**src/core/irq_map_pkg.sv**
```systemverilog
// shared constants for the interrupt request map and level resolver
package irq_map_pkg;

  // request line and level field geometry
  localparam int NUM_REQ = 24;
  localparam int REQ_IDX_W = 5;
  localparam int LEVEL_W = 2;
  localparam int FIELDS_PER_REG = 4;
  localparam int NUM_LEVEL_REGS = 6;
  localparam int LEVEL_REG_W = 8;
  localparam int LEVEL_REG_IDX_W = 3;
  localparam int VEC_ADDR_W = 16;

  // every level register comes out of reset at the lowest priority
  localparam logic [LEVEL_REG_W-1:0] LEVEL_RESET = 8'hff;
  localparam logic [LEVEL_W-1:0] LEVEL_LOWEST = 2'h3;

  // vector table: request 0 upper byte at the top, each next request two bytes down
  localparam logic [VEC_ADDR_W-1:0] VECTOR_BASE = 16'hfffa;

  // request line of each source
  localparam int REQ_EXT4 = 0;
  localparam int REQ_EXT5 = 1;
  localparam int REQ_EXT2_6 = 2;
  localparam int REQ_EXT3_7 = 3;
  localparam int REQ_TMR0_LOWER = 5;
  localparam int REQ_TMR0_UPPER = 6;
  localparam int REQ_SERIAL_RX = 7;
  localparam int REQ_SERIAL_TX = 8;
  localparam int REQ_TMR1_UPPER = 14;
  localparam int REQ_ADC = 18;
  localparam int REQ_TIMEBASE = 19;
  localparam int REQ_WATCH = 20;
  localparam int REQ_TMR1_LOWER = 22;
  localparam int REQ_FLASH = 23;

  // lines that have a source behind them; the rest are held low
  localparam logic [NUM_REQ-1:0] ASSIGNED_MASK = 24'hdc41ef;

endpackage

```
**src/core/irq_level_if.sv**
```systemverilog
// carrier between the request map and the priority resolver
`timescale 1ns/1ps
interface irq_level_if;
  logic [irq_map_pkg::NUM_REQ-1:0] req;
  logic [irq_map_pkg::NUM_REQ-1:0][irq_map_pkg::LEVEL_W-1:0] level;
  logic win_valid;
  logic [irq_map_pkg::REQ_IDX_W-1:0] win_index;
  logic [irq_map_pkg::LEVEL_W-1:0] win_level;

  modport owner (output req, output level, input win_valid, input win_index, input win_level);
  modport resolver (input req, input level, output win_valid, output win_index, output win_level);
endinterface

```
**src/core/irq_priority_resolver.sv**
```systemverilog
// combinational pick of the most urgent pending request
`timescale 1ns/1ps
module irq_priority_resolver (
  irq_level_if.resolver bus
);

  // lowest level value wins; strict compare keeps the lower line on a tie
  always_comb begin
    bus.win_valid = 1'b0;
    bus.win_index = '0;
    bus.win_level = irq_map_pkg::LEVEL_LOWEST;
    for (int i = 0; i < irq_map_pkg::NUM_REQ; i++) begin
      if (bus.req[i] && (!bus.win_valid || (bus.level[i] < bus.win_level))) begin
        bus.win_valid = 1'b1;
        bus.win_index = irq_map_pkg::REQ_IDX_W'(i);
        bus.win_level = bus.level[i];
      end
    end
  end

endmodule

```
**src/core/interrupt_vector_priority_map.sv**
```systemverilog
// interrupt request map, level registers and vector address output
`timescale 1ns/1ps

////////////////////////////////////////////////////////////////////////////////
module interrupt_vector_priority_map (
  input wire logic sys_clk,
  input wire logic reset_n,
  // peripheral requests, levels synchronous to sys_clk
  input wire logic [7:0] ext_int_req,
  input wire logic timer0_lower_req,
  input wire logic timer0_upper_req,
  input wire logic timer1_lower_req,
  input wire logic timer1_upper_req,
  input wire logic serial_rx_req,
  input wire logic serial_tx_req,
  input wire logic adc_req,
  input wire logic timebase_req,
  input wire logic watch_prescaler_req,
  input wire logic flash_req,
  // level register access
  input wire logic level_wr_en,
  input wire logic [irq_map_pkg::LEVEL_REG_IDX_W-1:0] level_wr_index,
  input wire logic [irq_map_pkg::LEVEL_REG_W-1:0] level_wr_data,
  input wire logic [irq_map_pkg::LEVEL_REG_IDX_W-1:0] level_rd_index,
  output logic [irq_map_pkg::LEVEL_REG_W-1:0] level_rd_data,
  // toward the cpu core
  output logic irq_request,
  output logic [irq_map_pkg::REQ_IDX_W-1:0] irq_number,
  output logic [irq_map_pkg::LEVEL_W-1:0] irq_level,
  output logic [irq_map_pkg::VEC_ADDR_W-1:0] vector_upper_addr,
  output logic [irq_map_pkg::VEC_ADDR_W-1:0] vector_lower_addr
);

  typedef logic [irq_map_pkg::NUM_LEVEL_REGS-1:0][irq_map_pkg::LEVEL_REG_W-1:0] level_file_t;

  typedef struct packed {
    level_file_t level_regs;
    logic [irq_map_pkg::LEVEL_REG_W-1:0] rd_data;
    logic pending;
    logic [irq_map_pkg::REQ_IDX_W-1:0] number;
    logic [irq_map_pkg::LEVEL_W-1:0] level;
    logic [irq_map_pkg::VEC_ADDR_W-1:0] vec_upper;
    logic [irq_map_pkg::VEC_ADDR_W-1:0] vec_lower;
  } state_t;

  state_t state;
  state_t next_state;
  logic [irq_map_pkg::NUM_REQ-1:0] raw_req;
  logic [irq_map_pkg::VEC_ADDR_W-1:0] win_offset;

  irq_level_if lvl_bus ();

  //////////////////////////////////////////////////////////////////////////////
  // source to request line wiring

  // shared external lines are a plain or; the handler must poll both channels
  always_comb begin
    raw_req = '0;
    raw_req[irq_map_pkg::REQ_EXT4] = ext_int_req[4];
    raw_req[irq_map_pkg::REQ_EXT5] = ext_int_req[5];
    raw_req[irq_map_pkg::REQ_EXT2_6] = ext_int_req[2] | ext_int_req[6];
    raw_req[irq_map_pkg::REQ_EXT3_7] = ext_int_req[3] | ext_int_req[7];
    raw_req[irq_map_pkg::REQ_TMR0_LOWER] = timer0_lower_req;
    raw_req[irq_map_pkg::REQ_TMR0_UPPER] = timer0_upper_req;
    raw_req[irq_map_pkg::REQ_TMR1_UPPER] = timer1_upper_req;
    raw_req[irq_map_pkg::REQ_TMR1_LOWER] = timer1_lower_req;
    raw_req[irq_map_pkg::REQ_SERIAL_RX] = serial_rx_req;
    raw_req[irq_map_pkg::REQ_SERIAL_TX] = serial_tx_req;
    raw_req[irq_map_pkg::REQ_ADC] = adc_req;
    raw_req[irq_map_pkg::REQ_TIMEBASE] = timebase_req;
    raw_req[irq_map_pkg::REQ_WATCH] = watch_prescaler_req;
    raw_req[irq_map_pkg::REQ_FLASH] = flash_req;
  end

  // unassigned lines forced low, so no stray source can ever win
  assign lvl_bus.req = raw_req & irq_map_pkg::ASSIGNED_MASK;

  //////////////////////////////////////////////////////////////////////////////
  // per line level field, four 2-bit fields to a register, lowest line lowest bits

  // every line keeps a field, assigned or not, so the layout stays regular
  for (genvar g = 0; g < irq_map_pkg::NUM_REQ; g++) begin : g_level_field
    localparam int REG_SEL = g / irq_map_pkg::FIELDS_PER_REG;
    localparam int BIT_LO = (g % irq_map_pkg::FIELDS_PER_REG) * irq_map_pkg::LEVEL_W;
    assign lvl_bus.level[g] = state.level_regs[REG_SEL][BIT_LO +: irq_map_pkg::LEVEL_W];
  end

  irq_priority_resolver u_resolver (
    .bus(lvl_bus)
  );

  // vector upper byte address steps down two bytes per line from the top slot
  assign win_offset = {{(irq_map_pkg::VEC_ADDR_W - irq_map_pkg::REQ_IDX_W - 1){1'b0}},
                       lvl_bus.win_index, 1'b0};

  //////////////////////////////////////////////////////////////////////////////
  // next state

  // levels are taken from registers, so a level write shows one cycle later
  always_comb begin
    next_state = state;
    if (level_wr_en &&
        (level_wr_index < irq_map_pkg::LEVEL_REG_IDX_W'(irq_map_pkg::NUM_LEVEL_REGS))) begin
      next_state.level_regs[level_wr_index] = level_wr_data;
    end
    // out of range read returns zero rather than a stale word
    if (level_rd_index < irq_map_pkg::LEVEL_REG_IDX_W'(irq_map_pkg::NUM_LEVEL_REGS)) begin
      next_state.rd_data = state.level_regs[level_rd_index];
    end else begin
      next_state.rd_data = '0;
    end
    next_state.pending = lvl_bus.win_valid;
    next_state.number = lvl_bus.win_index;
    next_state.level = lvl_bus.win_level;
    next_state.vec_upper = irq_map_pkg::VECTOR_BASE - win_offset;
    next_state.vec_lower = (irq_map_pkg::VECTOR_BASE - win_offset) | 16'h0001;
    // with nothing pending the outputs park on a clean idle value
    if (!lvl_bus.win_valid) begin
      next_state.number = '0;
      next_state.level = irq_map_pkg::LEVEL_LOWEST;
      next_state.vec_upper = '0;
      next_state.vec_lower = '0;
    end
  end

  //////////////////////////////////////////////////////////////////////////////
  // state register

  // synchronous reset: all levels to the lowest priority
  always_ff @(posedge sys_clk) begin
    if (!reset_n) begin
      state <= '0;
      state.level_regs <= {irq_map_pkg::NUM_LEVEL_REGS{irq_map_pkg::LEVEL_RESET}};
      state.level <= irq_map_pkg::LEVEL_LOWEST;
    end else begin
      state <= next_state;
    end
  end

  //////////////////////////////////////////////////////////////////////////////
  // outputs straight from the state register

  assign level_rd_data = state.rd_data;
  assign irq_request = state.pending;
  assign irq_number = state.number;
  assign irq_level = state.level;
  assign vector_upper_addr = state.vec_upper;
  assign vector_lower_addr = state.vec_lower;

endmodule

```
**config.mk**
```make
export PLATFORM = sky130hd
export DESIGN_NAME = interrupt_vector_priority_map
export DESIGN_NICKNAME = d
export VERILOG_FILES = /design/src/core/irq_map_pkg.sv /design/src/core/irq_level_if.sv /design/src/core/irq_priority_resolver.sv /design/src/core/interrupt_vector_priority_map.sv
export SDC_FILE = /design/constraint.sdc
export NUM_CORES = 1
export LEC_CHECK = 0
export BUFFER_PORTS_ARGS = -buffer_cell sky130_fd_sc_hd__buf_2
export CORE_ASPECT_RATIO = 2
export CORE_UTILIZATION = 50
export DETAILED_ROUTE_END_ITERATION = 6
export MAX_ROUTING_LAYER = met4
export PLACE_DENSITY = 0.73
export SYNTH_ARGS = -nofsm -noshare
export SYNTH_HDL_FRONTEND = slang
export SYNTH_SLANG_ARGS = --single-unit
export TNS_END_PERCENT = 10
```
**constraint.sdc**
```tcl
create_clock -name sys_clk -period 10.9 [get_ports sys_clk]
set_input_delay 0.545 -clock sys_clk [delete_from_list [all_inputs] [get_ports sys_clk]]
set_output_delay 0.545 -clock sys_clk [all_outputs]
set_load 0.02 [all_outputs]
```
## Yosys cells after proc, flatten, opt, wreduce, memory -nomap -nowiden

Cells that the tools add are included.

| operators by class | value |
|---|---|
| $add $sub $neg | 1 |
| magnitude comparators | 18 |
| mux-type cells | 47 |
| bitwise logic cells | 2 |
| reduce and logical (&&, ||, !) cells | 43 |

Operators with widths:

| operator | count |
|---|---|
| bitwise mux 48 bit | 1 |
| two-way mux 2 bit | 16 |
| less-than comparator 2 bit | 13 |
| two-way mux 5 bit | 5 |
| binary-select mux 8 bit (select 3 bit) | 1 |
| demux 8 bit (select 3 bit) | 1 |
| two-way mux 1 bit | 16 |
| two-way mux 8 bit | 2 |
| logical AND 1 bit | 15 |
| zero test 1 bit | 13 |
| logical OR 1 bit | 13 |
| two-way mux 3 bit | 3 |
| less-than comparator 3 x 4 -> 1 bit, second input constant | 2 |
| two-way mux 4 bit | 2 |
| subtractor 4 x 7 -> 8 bit, first input constant | 1 |
| less-than comparator 3 bit, second input constant | 2 |
| AND reduction 2 bit | 2 |
| >= comparator 3 x 1 -> 1 bit, second input constant | 1 |
| OR 1 bit | 2 |

| word-level totals | value |
|---|---|
| flip-flop bits (word level) | 80 |
| input bits | 35 |
| output and inout bits | 48 |

## Depth between registers and ports, before layout

Gate-level depths: netlist (run 1).

| logic depth | value |
|---|---|
| word-level depth | 54 |
| depth in mapped cells | 28 |
| gate-level depth less buffers | 26 |

## Hierarchy

A second synthesis (run 1) with hierarchy kept.

| unflattened totals | value |
|---|---|
| cells, all modules | 703 |
| area, all modules | 5429.0 µm² |

By module, submodules not included:

| module | instances | cells each | area an instance (µm²) |
|---|---|---|---|
| interrupt_vector_priority_map | 1 | 303 | 2966.6 |
| irq_priority_resolver | 1 | 400 | 2462.4 |

## Least setup slack after synthesis (run 1)

Ideal clock, no wire load.

| timing path | value |
|---|---|
| path kind | input to register |
| start point | in ext_int_req[6] |
| end point | reg state (netlist bit vector_upper_addr[4]) |
| data arrival time | 5.497 ns |
| path slack | 5.331 ns |
| stages | 27 |
| buffers on the path | 3 |
| path through | o21ba_2 > or4_1 > buf_2 > buf_2 > o31ai_1 > a21oi_1 > nand4b_1 > and3_1 > nand3_2 > a31oi_1 > a21bo_2 > mux2i_1 > ha_1 > o22ai_1 > and2_1 > clkbuf_1 > a221oi_1 > a211o_1 > ha_1 > o32a_1 > a21boi_0 > or2_2 > a21oi_1 > nand2_1 > ha_1 > nand2b_1 > mux2i_1 |

| between the ends | value |
|---|---|
| longest elaborated chain between the ends | 48 |
| elaborated cells between the ends (all ways) | 83 |
| those cells by class | add/sub: 1; order compare: 11; mux: 35; bitwise: 1; reduce/logical: 35 |

RTL lines:

| element | RTL line | RTL |
|---|---|---|
| from (decl) | interrupt_vector_priority_map.sv:9 | `input wire logic [7:0] ext_int_req,` |
| OR 1 bit (*) | interrupt_vector_priority_map.sv:61 | `raw_req[irq_map_pkg::REQ_EXT2_6] = ext_int_req[2] \| ext_int_req[6];` |
| logical AND 1 bit (*) | irq_priority_resolver.sv:13 | `if (bus.req[i] && (!bus.win_valid \|\| (bus.level[i] < bus.win_level))) begin` |
| two-way mux 2 bit / two-way mux 1 bit (equally long branches) | irq_priority_resolver.sv:13 |  |
| less-than comparator 2 bit / zero test 1 bit (equally long branches) | irq_priority_resolver.sv:13 |  |
| logical OR 1 bit | irq_priority_resolver.sv:13 |  |
| logical AND 1 bit | irq_priority_resolver.sv:13 |  |
| two-way mux 2 bit / two-way mux 1 bit (equally long branches) | irq_priority_resolver.sv:13 |  |
| less-than comparator 2 bit / zero test 1 bit (equally long branches) | irq_priority_resolver.sv:13 |  |
| [33 not listed] | - |  |
| logical AND 1 bit | irq_priority_resolver.sv:13 |  |
| two-way mux 2 bit / two-way mux 1 bit (equally long branches) | irq_priority_resolver.sv:13 |  |
| less-than comparator 2 bit / zero test 1 bit (equally long branches) | irq_priority_resolver.sv:13 |  |
| logical OR 1 bit | irq_priority_resolver.sv:13 |  |
| logical AND 1 bit | irq_priority_resolver.sv:13 |  |
| two-way mux 5 bit (*) | irq_priority_resolver.sv:13 |  |
| named net lvl_bus.win_index (one bit) | irq_level_if.sv:7 | `logic [irq_map_pkg::REQ_IDX_W-1:0] win_index;` |
| subtractor 4 x 7 -> 8 bit (*) | interrupt_vector_priority_map.sv:115 | `next_state.vec_upper = irq_map_pkg::VECTOR_BASE - win_offset;` |
| to (signal assigned) | interrupt_vector_priority_map.sv:136 | `state <= next_state;` |
| to (decl) | interrupt_vector_priority_map.sv:46 | `state_t state;` |

Mark *: on every way through the listed nets, which the timed path passes. The rest lies on a longest branch.
A chain may end at the register's enable or synchronous reset.

## Worst setup path after layout (run 1)

| timing path | value |
|---|---|
| start point | reg lvl_bus.level[3] (netlist name) |
| end point | reg state (netlist bit vector_upper_addr[4]) |

| between the ends | value |
|---|---|
| longest elaborated chain between the ends | 53 |
| elaborated cells between the ends (all ways) | 91 |
| those cells by class | add/sub: 1; order compare: 13; mux: 38; reduce/logical: 39 |

RTL lines:

| element | RTL line |
|---|---|
| less-than comparator 2 bit | irq_priority_resolver.sv:13 |
| logical OR 1 bit | irq_priority_resolver.sv:13 |
| logical AND 1 bit | irq_priority_resolver.sv:13 |
| two-way mux 2 bit / two-way mux 1 bit (equally long branches) | irq_priority_resolver.sv:13 |
| less-than comparator 2 bit / zero test 1 bit (equally long branches) | irq_priority_resolver.sv:13 |
| logical OR 1 bit | irq_priority_resolver.sv:13 |
| logical AND 1 bit | irq_priority_resolver.sv:13 |
| two-way mux 2 bit / two-way mux 1 bit (equally long branches) | irq_priority_resolver.sv:13 |
| [38 not listed] | - |
| logical AND 1 bit | irq_priority_resolver.sv:13 |
| two-way mux 2 bit / two-way mux 1 bit (equally long branches) | irq_priority_resolver.sv:13 |
| less-than comparator 2 bit / zero test 1 bit (equally long branches) | irq_priority_resolver.sv:13 |
| logical OR 1 bit | irq_priority_resolver.sv:13 |
| logical AND 1 bit | irq_priority_resolver.sv:13 |
| two-way mux 5 bit (*) | irq_priority_resolver.sv:13 |
| named net lvl_bus.win_index (one bit) | irq_level_if.sv:7 |
| subtractor 4 x 7 -> 8 bit (*) | interrupt_vector_priority_map.sv:115 |

Marked as above.

==> metrics, run 1 <==
status=finished clean; fraction of layout cells with a size suffix above 1=20.2%; CP cell instances=nor2b_1 -> or4_1 -> o21ai_0 -> a32o_1 -> o311ai_1 -> and3_1 -> nand3_2 -> a31oi_1 -> a21bo_2 -> mux2i_1 -> ha_1 -> o22ai_1 -> and2_1 -> a221oi_1 -> a211o_1 -> ha_1 -> o32a_1 -> a21boi_0 -> or2_2 -> a21oi_1 -> nand2_1 -> ha_1 -> nand2b_1 -> mux2i_1; CP bufs+invs=0; Power Dens Cells=159 nW/um2; CP most frequent cell=ha_1; Hold Path End=lvl_bus.level[42]; Finished Layout Cells=692; ANT cells=0; fin nets=627; clock-pin slew reported for the worst setup and hold paths after clock tree synthesis=60 ps; Root Buffer=clkbuf_16; Worst Min Path Start=lvl_bus.level[42]; Post-synth EDFFs=0; Worst Setup End Kind=flop; CP required=11170 ps; clock skew=6.97 ps; pre-CTS setup slack=4340 ps; post-synthesis simple-gate area fraction=29.4%; Cell variety after synth=65; initial antenna violation count=0; reg2reg end=vector_upper_addr[4]; Clock Path Buffers=2; 1st-pass router iterations=5; Num CTS Buffers=9; crit-path max cell delay=480 ps; Mapped Area=4210 um2; Die ar.=8820 um2; Die Width=66.9 um; worst path arrival time=6600 ps; Syn Area/Cell=7.78 um2; worst r2r path cells=24; VDD IR-drop max=138 uV; Yosys top cell area share=33.3%; setup bufs post-CTS=0; slowest CP cell=or4_1; Max-cap violations=0; Synth Area in Compound Gates=20.7%; Final min period=6340 ps; setup total negative slack=0 ps; Syn Nets=579; Worst setup SP type=flop; Cells after Synth=541; grt total ovfl=0; final hold vios=0; Die Ht=132 um; worst setup slack after layout=4560 ps; period utilization=58.1%; multiplexer share of the synthesized area=6.65%; worst hold path type=reg2reg; row count=47; H-Tree Depth=3; R2R Path Start=lvl_bus.level[3]; clk_lat worst skew=340 ps; Starting DRT DRC Count=227; vias in the first global route=4039; Final setup viols=0; clock tree from TritonCTS=yes; routed len/inst=16.6 um; Synth top cells by count=118 x nand2_1, 70 x dfxtp_1, 50 x nand3_1, 26 x buf_4, 24 x inv_1; Yosys reg bits=70; delay-heaviest family, CP=compound AO/OA/AOI/OAI gates; Area after DPL=4470 um2; crit path max fanout=15; Ports=83; area of the core=8230 um2; Seq/Total Area, Yosys=33.3%; area delta synth->final=13.8%; Synth area leader=dfxtp_1; largest family of logic cells by synthesized area=simple AND/OR/NAND/NOR gates; Leakage=2.27 nW; WS Path Type=reg2reg; Synth warnings=0; post-route cell area=4790 um2; Via density=6.05; post-CTS sizing=0; ys flop type=dfxtp_1; Total GRT Usage=28.9%; first-pass GRT wire length=18900 um; most used standard cell by instance count after synthesis=nand2_1; top cells by area, synth=dfxtp_1 33%, nand2_1 11%, nand3_1 5.9%; routed wire length=11500 um; drt drc=0; GP Congestion=0.886; Initial Utilization=51.2%; remaining antenna violation count=0; hold_buf cts=0; placed insts=676; fin. max-slew vios=0; Max Clk Rate=158 MHz; worst rel slew slack=25.3%; DR vias=4187; measured slew at the worst slew-check pin=1110 ps; Adder-Cell Fraction of Synth Area=1.60%; largest net degree at the start of global routing=58; hold path depth=2; Sink Count=70; R2R setup slack=4560 ps; quantity of I/O buffers inserted on ports=79; DP HPWL=8570 um; unrepaired setup endpoints after global routing=false; XOR/XNOR Fraction of Synth Area=0%; Hold WS=467 ps; Async S/R FF share, synth=0%
## logic make-up (layout without fill, tap and decap cells)
kind of cell / Yosys count / count (layout)
adders and majority gates: 6 / 6
buffers and inverters: 66 / 119
muxes: 18 / 18
and+or+nand+nor: 259 / 259
AOI/OAI and AO/OA: 121 / 121
DFF: 70 / 70
other: 1 / 1
## metrics by stage
stage          power (mW)  util [%]
6_report            0.761      58.2
5_1_grt             0.794      58.2
4_1_cts             0.762      58.2
3_5_place_dp        0.449      54.3
3_3_place_gp        0.445      54.3
2_1_floorplan       0.410         -
## worst register-to-register path, cell delays in order, from the launching register on
cell      delay [ps]
dfxtp_1          370
nor2b_1          320
or4_1            480
o21ai_0          180
a32o_1           270
o311ai_1         470
and3_1           240
nand3_2          110
a31oi_1          420
a21bo_2          270
mux2i_1          230
ha_1             260
o22ai_1          180
and2_1           270
a221oi_1         110
a211o_1          300
ha_1             270
o32a_1           110
a21boi_0         160
or2_2            390
a21oi_1          290
nand2_1          100
ha_1             210
nand2b_1         140
mux2i_1          130
## power breakdown
part / total, mW / leakage (nW) / switching [mW] / internal, mW
clock network: 0.316 / 0.152 / 0.115 / 0.201
logic: 0.161 / 1.54 / 0.100 / 0.0609
registers: 0.284 / 0.576 / 0.0107 / 0.273
total: 0.761 / 2.27 / 0.226 / 0.535
## registers in the layout, summed over array words and instances, names as in the netlist
name and cells:
irq_level 2, level_rd_data 8, vector_upper_addr 6, lvl_bus.level 48, irq_number 5, vector_lower_addr 1
## cells in the final DEF (no fill, tap or decap), types with 3 or more instances in the layout
cell type and count:
nand2_1 118, buf_2 79, dfxtp_1 70, nand3_1 50
inv_1 24, o21ai_0 21, a21oi_1 20, nor2_1 20
and2_1 14, nand2b_1 13, o22ai_1 12, nor2b_1 10
mux2i_1 10, o211ai_1 9, clkbuf_16 9, mux4_2 8
nor3_1 7, a211o_1 5, a31oi_1 5, o32ai_1 5
a21o_1 5, nor4_1 4, or2_2 4, nand4_1 3
o31ai_1 3, o21a_1 3, maj3_1 3, a21boi_0 3
ha_1 3
## routing by layer
layer | routed length (um) | global-route usage, % | vias up
li1 | - | - | 2008
met5 | 0 | - | -
met4 | 431 | 13.6 | 0
met2 | 6400 | 51.9 | 155
met1 | 4180 | 29.3 | 1992
met3 | 502 | 4.33 | 32
## layout make-up
type | instances | area, um2
Clock buffer | 9 | 225
Clock inverter | 7 | 97.6
Fill cell | 797 | 3440
Inverter | 24 | 90.1
Multi-Input combinational cell | 405 | 2460
Sequential cell | 70 | 1400
Tap cell | 98 | 123
Timing Repair Buffer | 79 | 395
## worst max path at each step
stage | startpoint | endpoint | slack, ps | cells after the start
2_1_floorplan | ext_int_req[6] | vector_upper_addr[4] | 5330 | 27
3_3_place_gp | ext_int_req[5] | vector_upper_addr[4] | 4480 | 25
3_5_place_dp | ext_int_req[5] | vector_upper_addr[4] | 4340 | 25
4_1_cts | lvl_bus.level[3] | vector_upper_addr[4] | 4610 | 24
5_1_grt | lvl_bus.level[3] | vector_upper_addr[4] | 3970 | 24
6_report | lvl_bus.level[3] | vector_upper_addr[4] | 4560 | 24
No activity file was read; power rests on OpenSTA's default activity.
==> run 2: changes to the inputs <==
Clock period 10.9 ns to 6.4 ns, I/O delays scaled along.
==> run 2 against run 1 <==
  * Via count shrank 0.31%
  * Cell count grew 0.58%
  * Utilization shrank 0.26 points
  * Sequential power grew 70%
  * Critical endpoint unchanged
==> metrics, run 2 (synthesized netlist as in run 1, its figures left out) <==
status=finished clean; sw power=382 uW (+69%); Final min period=5820 ps (-516 ps); 1st-pass router iterations=4 (-1); reg2reg end=vector_upper_addr[4]; final hold vios=0 (unchanged); CP required=6660 ps (-4510 ps); worst hold path type=in2reg; worst r2r path cells=24 (unchanged); grt total ovfl=0 (unchanged); Root Buffer=clkbuf_16; combinational power share=23.2% (+2.0 points); vias in the first global route=4007 (-0.79%); period utilization=91.0% (+33 points); Total GRT Usage=29.0% (about the same); Net Sw Frac=31.4% (+1.7 points); max FFs per register=48 (unchanged); Max Clk Rate=172 MHz (+8.9%); clock tree from TritonCTS=yes; Num CTS Buffers=9 (unchanged); internal power=834 uW (+56%); Largest Register=lvl_bus.level; Final Util=58.0% (-0.26 points); Ports=83 (unchanged); ANT cells=0 (unchanged); row count=47 (unchanged); Reg power frac=39.7% (+2.4 points); leading cell type in the layout, fill and taps excluded=nand2_1; fill count=806 (+1.1%); clock skew=6.83 ps (-0.144 ps); worst rel slew slack=21.2% (-4.2 points); fraction of layout cells with a size suffix above 1=20.7% (+0.53 points); R2R Path Start=lvl_bus.level[3]; DR vias=4174 (-0.31%); Worst Min Path Start=level_wr_data[3]; Clock Path Buffers=2 (unchanged); area of the core=8230 um2 (unchanged); GP Congestion=0.881 (-0.56%); Power Dens Cells=255 nW/um2 (+61%); Via density=6.00 (-0.88%); Leakage=2.26 nW (-0.26%); largest net degree at the start of global routing=58 (unchanged); Die ar.=8820 um2 (unchanged); worst path arrival time=6080 ps (-520 ps); quantity of I/O buffers inserted on ports=79 (unchanged); WS Path Type=reg2reg; fin. max-slew vios=0 (unchanged); Die Ht=132 um (unchanged); routed len/inst=16.9 um (+1.5%); R2R setup slack=580 ps (-3980 ps); Worst setup SP type=flop; Hold Path End=lvl_bus.level[43]; drt drc=0 (unchanged); Sink Count=70 (unchanged); setup total negative slack=0 ps (unchanged); VDD IR-drop max=203 uV (+47%); Initial Utilization=51.2% (unchanged); crit path max fanout=7 (-8); Die Width=66.9 um (unchanged); clk_lat worst skew=340 ps (about the same); measured slew at the worst slew-check pin=1170 ps (+61.9 ps); H-Tree Depth=3 (unchanged); Worst Setup End Kind=flop; clock-pin slew reported for the worst setup and hold paths after clock tree synthesis=50 ps (about the same); area delta synth->final=13.3%; remaining antenna violation count=0 (unchanged); clock group share of total power=37.0% (-4.5 points); Starting DRT DRC Count=199 (-12%); first-pass GRT wire length=18700 um (-1.1%); unrepaired setup endpoints after global routing=false; Final setup viols=0 (unchanged); Max-cap violations=0 (unchanged); most frequent cells in the layout=118 x nand2_1, 79 x buf_2, 70 x dfxtp_1; hold path depth=3 (+1); DP HPWL=8840 um (+3.2%); initial antenna violation count=0 (unchanged); fin nets=631 (+0.64%); routed wire length=11800 um (+2.1%)
[run 2: cell types whose count changed in the layout (fill, tap and decap cells not counted), sizes merged]
cell    before  now
inv         25   24
bufinv       2    0
buf         79   83
clkinv       2    4
clkbuf       9   10
[run 2: power by group through the flow]
stage | Clock (mW) | Combinational, mW | Sequential [mW]
floorplan | 0 | 0.186 | 0.513
global placement | 0 | 0.272 | 0.491
detailed placement | 0 | 0.279 | 0.493
CTS | 0.453 | 0.281 | 0.483
global route | 0.474 | 0.308 | 0.488
finish | 0.450 | 0.282 | 0.483
[run 2: layout make-up]
class | count | area [um2] | share of cell area [%]
clock buffer | 10 | 229 | 4.80
clock inverter | 6 | 38.8 | 0.813
inverter | 24 | 90.1 | 1.89
multi-input combinational | 405 | 2470 | 51.7
sequential | 70 | 1400 | 29.4
tap | 98 | 123 | 2.57
timing repair buffer | 83 | 425 | 8.91
[run 2: worst max path at each step]
stage,start,end,slack [ps],cells past startpoint
2_1_floorplan,lvl_bus.level[5],vector_upper_addr[4],1040,27
6_report,lvl_bus.level[3],vector_upper_addr[4],580,24
4_1_cts,lvl_bus.level[5],vector_upper_addr[4],440,25
3_3_place_gp,ext_int_req[5],vector_upper_addr[4],550,25
5_1_grt,lvl_bus.level[3],vector_upper_addr[4],110,25
3_5_place_dp,ext_int_req[5],vector_upper_addr[4],420,25
[run 2: critical path, cell delays in order (launching register included)]
cell      delay [ps]
dfxtp_1          450
nor2b_1          150
o41ai_2          460
nand2_1          140
a32o_1           310
o311ai_1         470
and3_1           240
nand3_2          110
a31oi_1          230
a21bo_2          220
mux2i_1          190
ha_1             240
o22ai_1          130
and2_1           260
a221oi_1         120
a211o_1          290
ha_1             280
o32a_1           120
a21boi_0         160
or2_2            390
a21oi_1          230
nand2_1          100
ha_1             200
nand2b_1         140
mux2i_1          120
[run 2: timing repair]
| item | 4_1_cts | 5_1_grt |
|---|---|---|
| buffers inserted | 0 | 0 |
| resized for setup | 0 | 1 |
| hold buffers | 0 | 0 |
| endpoints found under the setup margin | 0 | 2 |
[run 2: per-layer routing]
metal | vias to the layer above | wire length (um) | track usage, % | part of all wire [%]
met2 | 158 | 6440 | 49.7 | 55
met5 | - | 0 | - | 0
met3 | 44 | 589 | 5.45 | 5.0
li1 | 2018 | - | - | -
met1 | 1954 | 4140 | 28.9 | 35
met4 | 0 | 581 | 17.5 | 4.9
[run 2: per-stage QoR]
step	instances	instance area, um2	setup slack [ps]	total power [mW]	hold WS [ps]
finish	696	4770	579	1.22	298
detailed placement	680	4500	420	0.771	451
CTS	696	4770	440	1.22	293
global route	696	4770	105	1.27	315
global placement	680	4500	553	0.764	445
floorplan	541	4210	1040	0.699	435
==> run 3: changes to the inputs <==
Settings changed: HOLD_SLACK_MARGIN from default to 0.06.
Clock period 6.4 ns to 5.5 ns, I/O delays scaled along.
==> run 3 against run 2 <==
  * Highest routed layer unchanged
  * Non-clock buffer count is 28 higher
  * Critical endpoint is now vector_upper_addr[5]
  * Routed wire length is 5.3% higher
  * Critical path depth is 1 lower
  * Fmax increased by 9.1%
  * Sequential power up 16%
  * Count of clock-buffer cells in the layout shrank 1
==> metrics, run 3 (synthesized netlist as in run 1, its figures left out) <==
routed wire length=12400 um (+5.3%); worst path arrival time=5580 ps (-500 ps); CP required=5740 ps (-920 ps); hold_buf cts=0 (unchanged); Worst Setup End Kind=flop; Via density=6.07 (+1.3%); slowest CP cell=or4_4; Final Util=62.0% (+4.0 points); worst r2r path cells=23 (-4.2%); Worst setup SP type=flop; R2R setup slack=160 ps (-420 ps); initial antenna violation count=0 (unchanged); Total GRT Usage=30.0% (+1.1 points); Leakage=2.44 nW (+7.5%); clk_lat worst skew=340 ps (about the same); Initial Utilization=51.2% (unchanged); setup total negative slack=0 ps (unchanged); row count=47 (unchanged); DR vias=4397 (+5.3%); H-Tree Depth=3 (unchanged); Worst Min Path Start=level_wr_data[6]; Die Ht=132 um (unchanged); Hold WS=252 ps (-45.7 ps); Root Buffer=clkbuf_16; Num CTS Buffers=9 (unchanged); Final setup viols=0 (unchanged); drt drc=0 (unchanged); final hold vios=0 (unchanged); area delta synth->final=21.2%; Power Dens Cells=288 nW/um2 (+13%); fraction of layout cells with a size suffix above 1=27.0% (+6.3 points); met2 WL=6600 um (+2.5%); reg2reg end=vector_upper_addr[5]; status=finished clean; clock-pin slew reported for the worst setup and hold paths after clock tree synthesis=60 ps (about the same); Ports=83 (unchanged); worst setup slack after layout=163 ps (-416 ps); ANT cells=0 (unchanged); Max Clk Rate=187 MHz (+9.1%); Sink Count=70 (unchanged); pre-CTS setup slack=-7.18 ps (-428 ps); Area after DPL=4690 um2 (+4.2%); crit-path max cell delay=450 ps (-20 ps); Final min period=5340 ps (-484 ps); uppermost routed layer=met4; measured slew at the worst slew-check pin=1160 ps (-10.8 ps); clock skew=5.15 ps (-1.68 ps); routed len/inst=17.1 um (+1.2%); Die ar.=8820 um2 (unchanged); GP Congestion=0.939 (+6.6%); hold path depth=3 (unchanged); quantity of I/O buffers inserted on ports=79 (unchanged); vias in the first global route=4170 (+4.1%); CP bufs+invs=2 (+2); clock tree from TritonCTS=yes; fin nets=659 (+4.4%); total power=1.47 mW (+21%); fin. max-slew vios=0 (unchanged); delay-heaviest family, CP=compound AO/OA/AOI/OAI gates; CP most frequent cell=a211o_1; VDD IR-drop max=308 uV (+51%); grt total ovfl=0 (unchanged); DP HPWL=9010 um (+1.9%); remaining antenna violation count=0 (unchanged); first-pass GRT wire length=19300 um (+3.5%); Largest Register=lvl_bus.level; post-route cell area=5110 um2 (+7.0%); most frequent cells in the layout=118 x nand2_1, 80 x buf_2, 67 x dfxtp_1; placed insts=705 (+3.7%); largest net degree at the start of global routing=58 (unchanged); Clock Path Buffers=2 (unchanged); Starting DRT DRC Count=324 (+63%); 1st-pass router iterations=6 (+2); worst rel slew slack=21.9% (+0.72 points); R2R Path Start=lvl_bus.level[7]; area of the core=8230 um2 (unchanged); Met1 Wirelength=4210 um (+1.6%); period utilization=97.0% (+6.1 points); worst hold path type=in2reg; leading cell type in the layout, fill and taps excluded=nand2_1; Max-cap violations=0 (unchanged); wire length on met3=681 um (+16%); Die Width=66.9 um (unchanged); WS Path Type=reg2reg; Hold Path End=lvl_bus.level[30]; Finished Layout Cells=724 (+4.0%); max FFs per register=48 (unchanged); crit path max fanout=6 (-1); CP cell instances=o21ba_2 -> or4_4 -> buf_6 -> or3_1 -> o211ai_1 -> o311ai_4 -> and3_4 -> nand3_2 -> o21ai_1 -> a21bo_2 -> mux2i_1 -> ha_2 -> o22ai_2 -> and2_4 -> a221oi_1 -> a211o_1 -> ha_1 -> nor2_1 -> and4_4 -> a21oi_1 -> inv_1 -> a211o_1 -> a2111oi_4
[run 3: changes by cell type in the layout (fill, tap and decap cells not counted), sizes merged]
cell | previous run | this run
buf | 83 | 111
inv | 24 | 26
clkbuf | 10 | 9
clkinvlp | 2 | 1
[run 3: metal layers]
layer	GRT usage (%)	up-vias
li1	-	2080
met1	29.5	2043
met2	50.7	206
met3	5.54	68
met4	21.2	0
met5	-	-
[run 3: worst max path at each step]
| stage | startpoint | end | cells past startpoint |
|---|---|---|---|
| 2_1_floorplan | lvl_bus.level[5] | vector_upper_addr[4] | 27 |
| 3_3_place_gp | ext_int_req[6] | vector_upper_addr[4] | 25 |
| 3_5_place_dp | ext_int_req[6] | vector_upper_addr[4] | 26 |
| 4_1_cts | lvl_bus.level[1] | vector_upper_addr[4] | 25 |
| 5_1_grt | lvl_bus.level[7] | vector_upper_addr[4] | 25 |
| 6_report | lvl_bus.level[7] | vector_upper_addr[5] | 23 |
[run 3: cell type report]
type / count / area (um2)
inverter: 24 / 90.1
sequential: 70 / 1410
fill: 757 / 3130
tap: 98 / 123
multi-input combinational: 405 / 2580
timing repair buffer: 111 / 637
clock buffer: 9 / 225
clock inverter: 7 / 48.8
[run 3: repair_timing]
item | in CTS | in global routing
setup buffers | 0 | 2
gates resized for setup | 0 | 25
endpoints found under the setup margin | 0 | 11
[run 3: worst reg2reg max path, stage by stage, from the launching register on]
cell and delay, ps:
dfxtp_2 360, o21ba_2 200, or4_4 450, buf_6 160
or3_1 370, o211ai_1 290, o311ai_4 160, and3_4 180
nand3_2 110, o21ai_1 110, a21bo_2 240, mux2i_1 130
ha_2 340, o22ai_2 80, and2_4 180, a221oi_1 310
a211o_1 170, ha_1 170, nor2_1 60, and4_4 190
a21oi_1 200, inv_1 100, a211o_1 340, a2111oi_4 350
[run 3: power breakdown]
group	internal, mW	leakage (nW)	switching (mW)
clock	0.306	0.136	0.230
sequential	0.541	0.574	0.0202
combinational	0.154	1.73	0.218
total	1.00	2.44	0.468
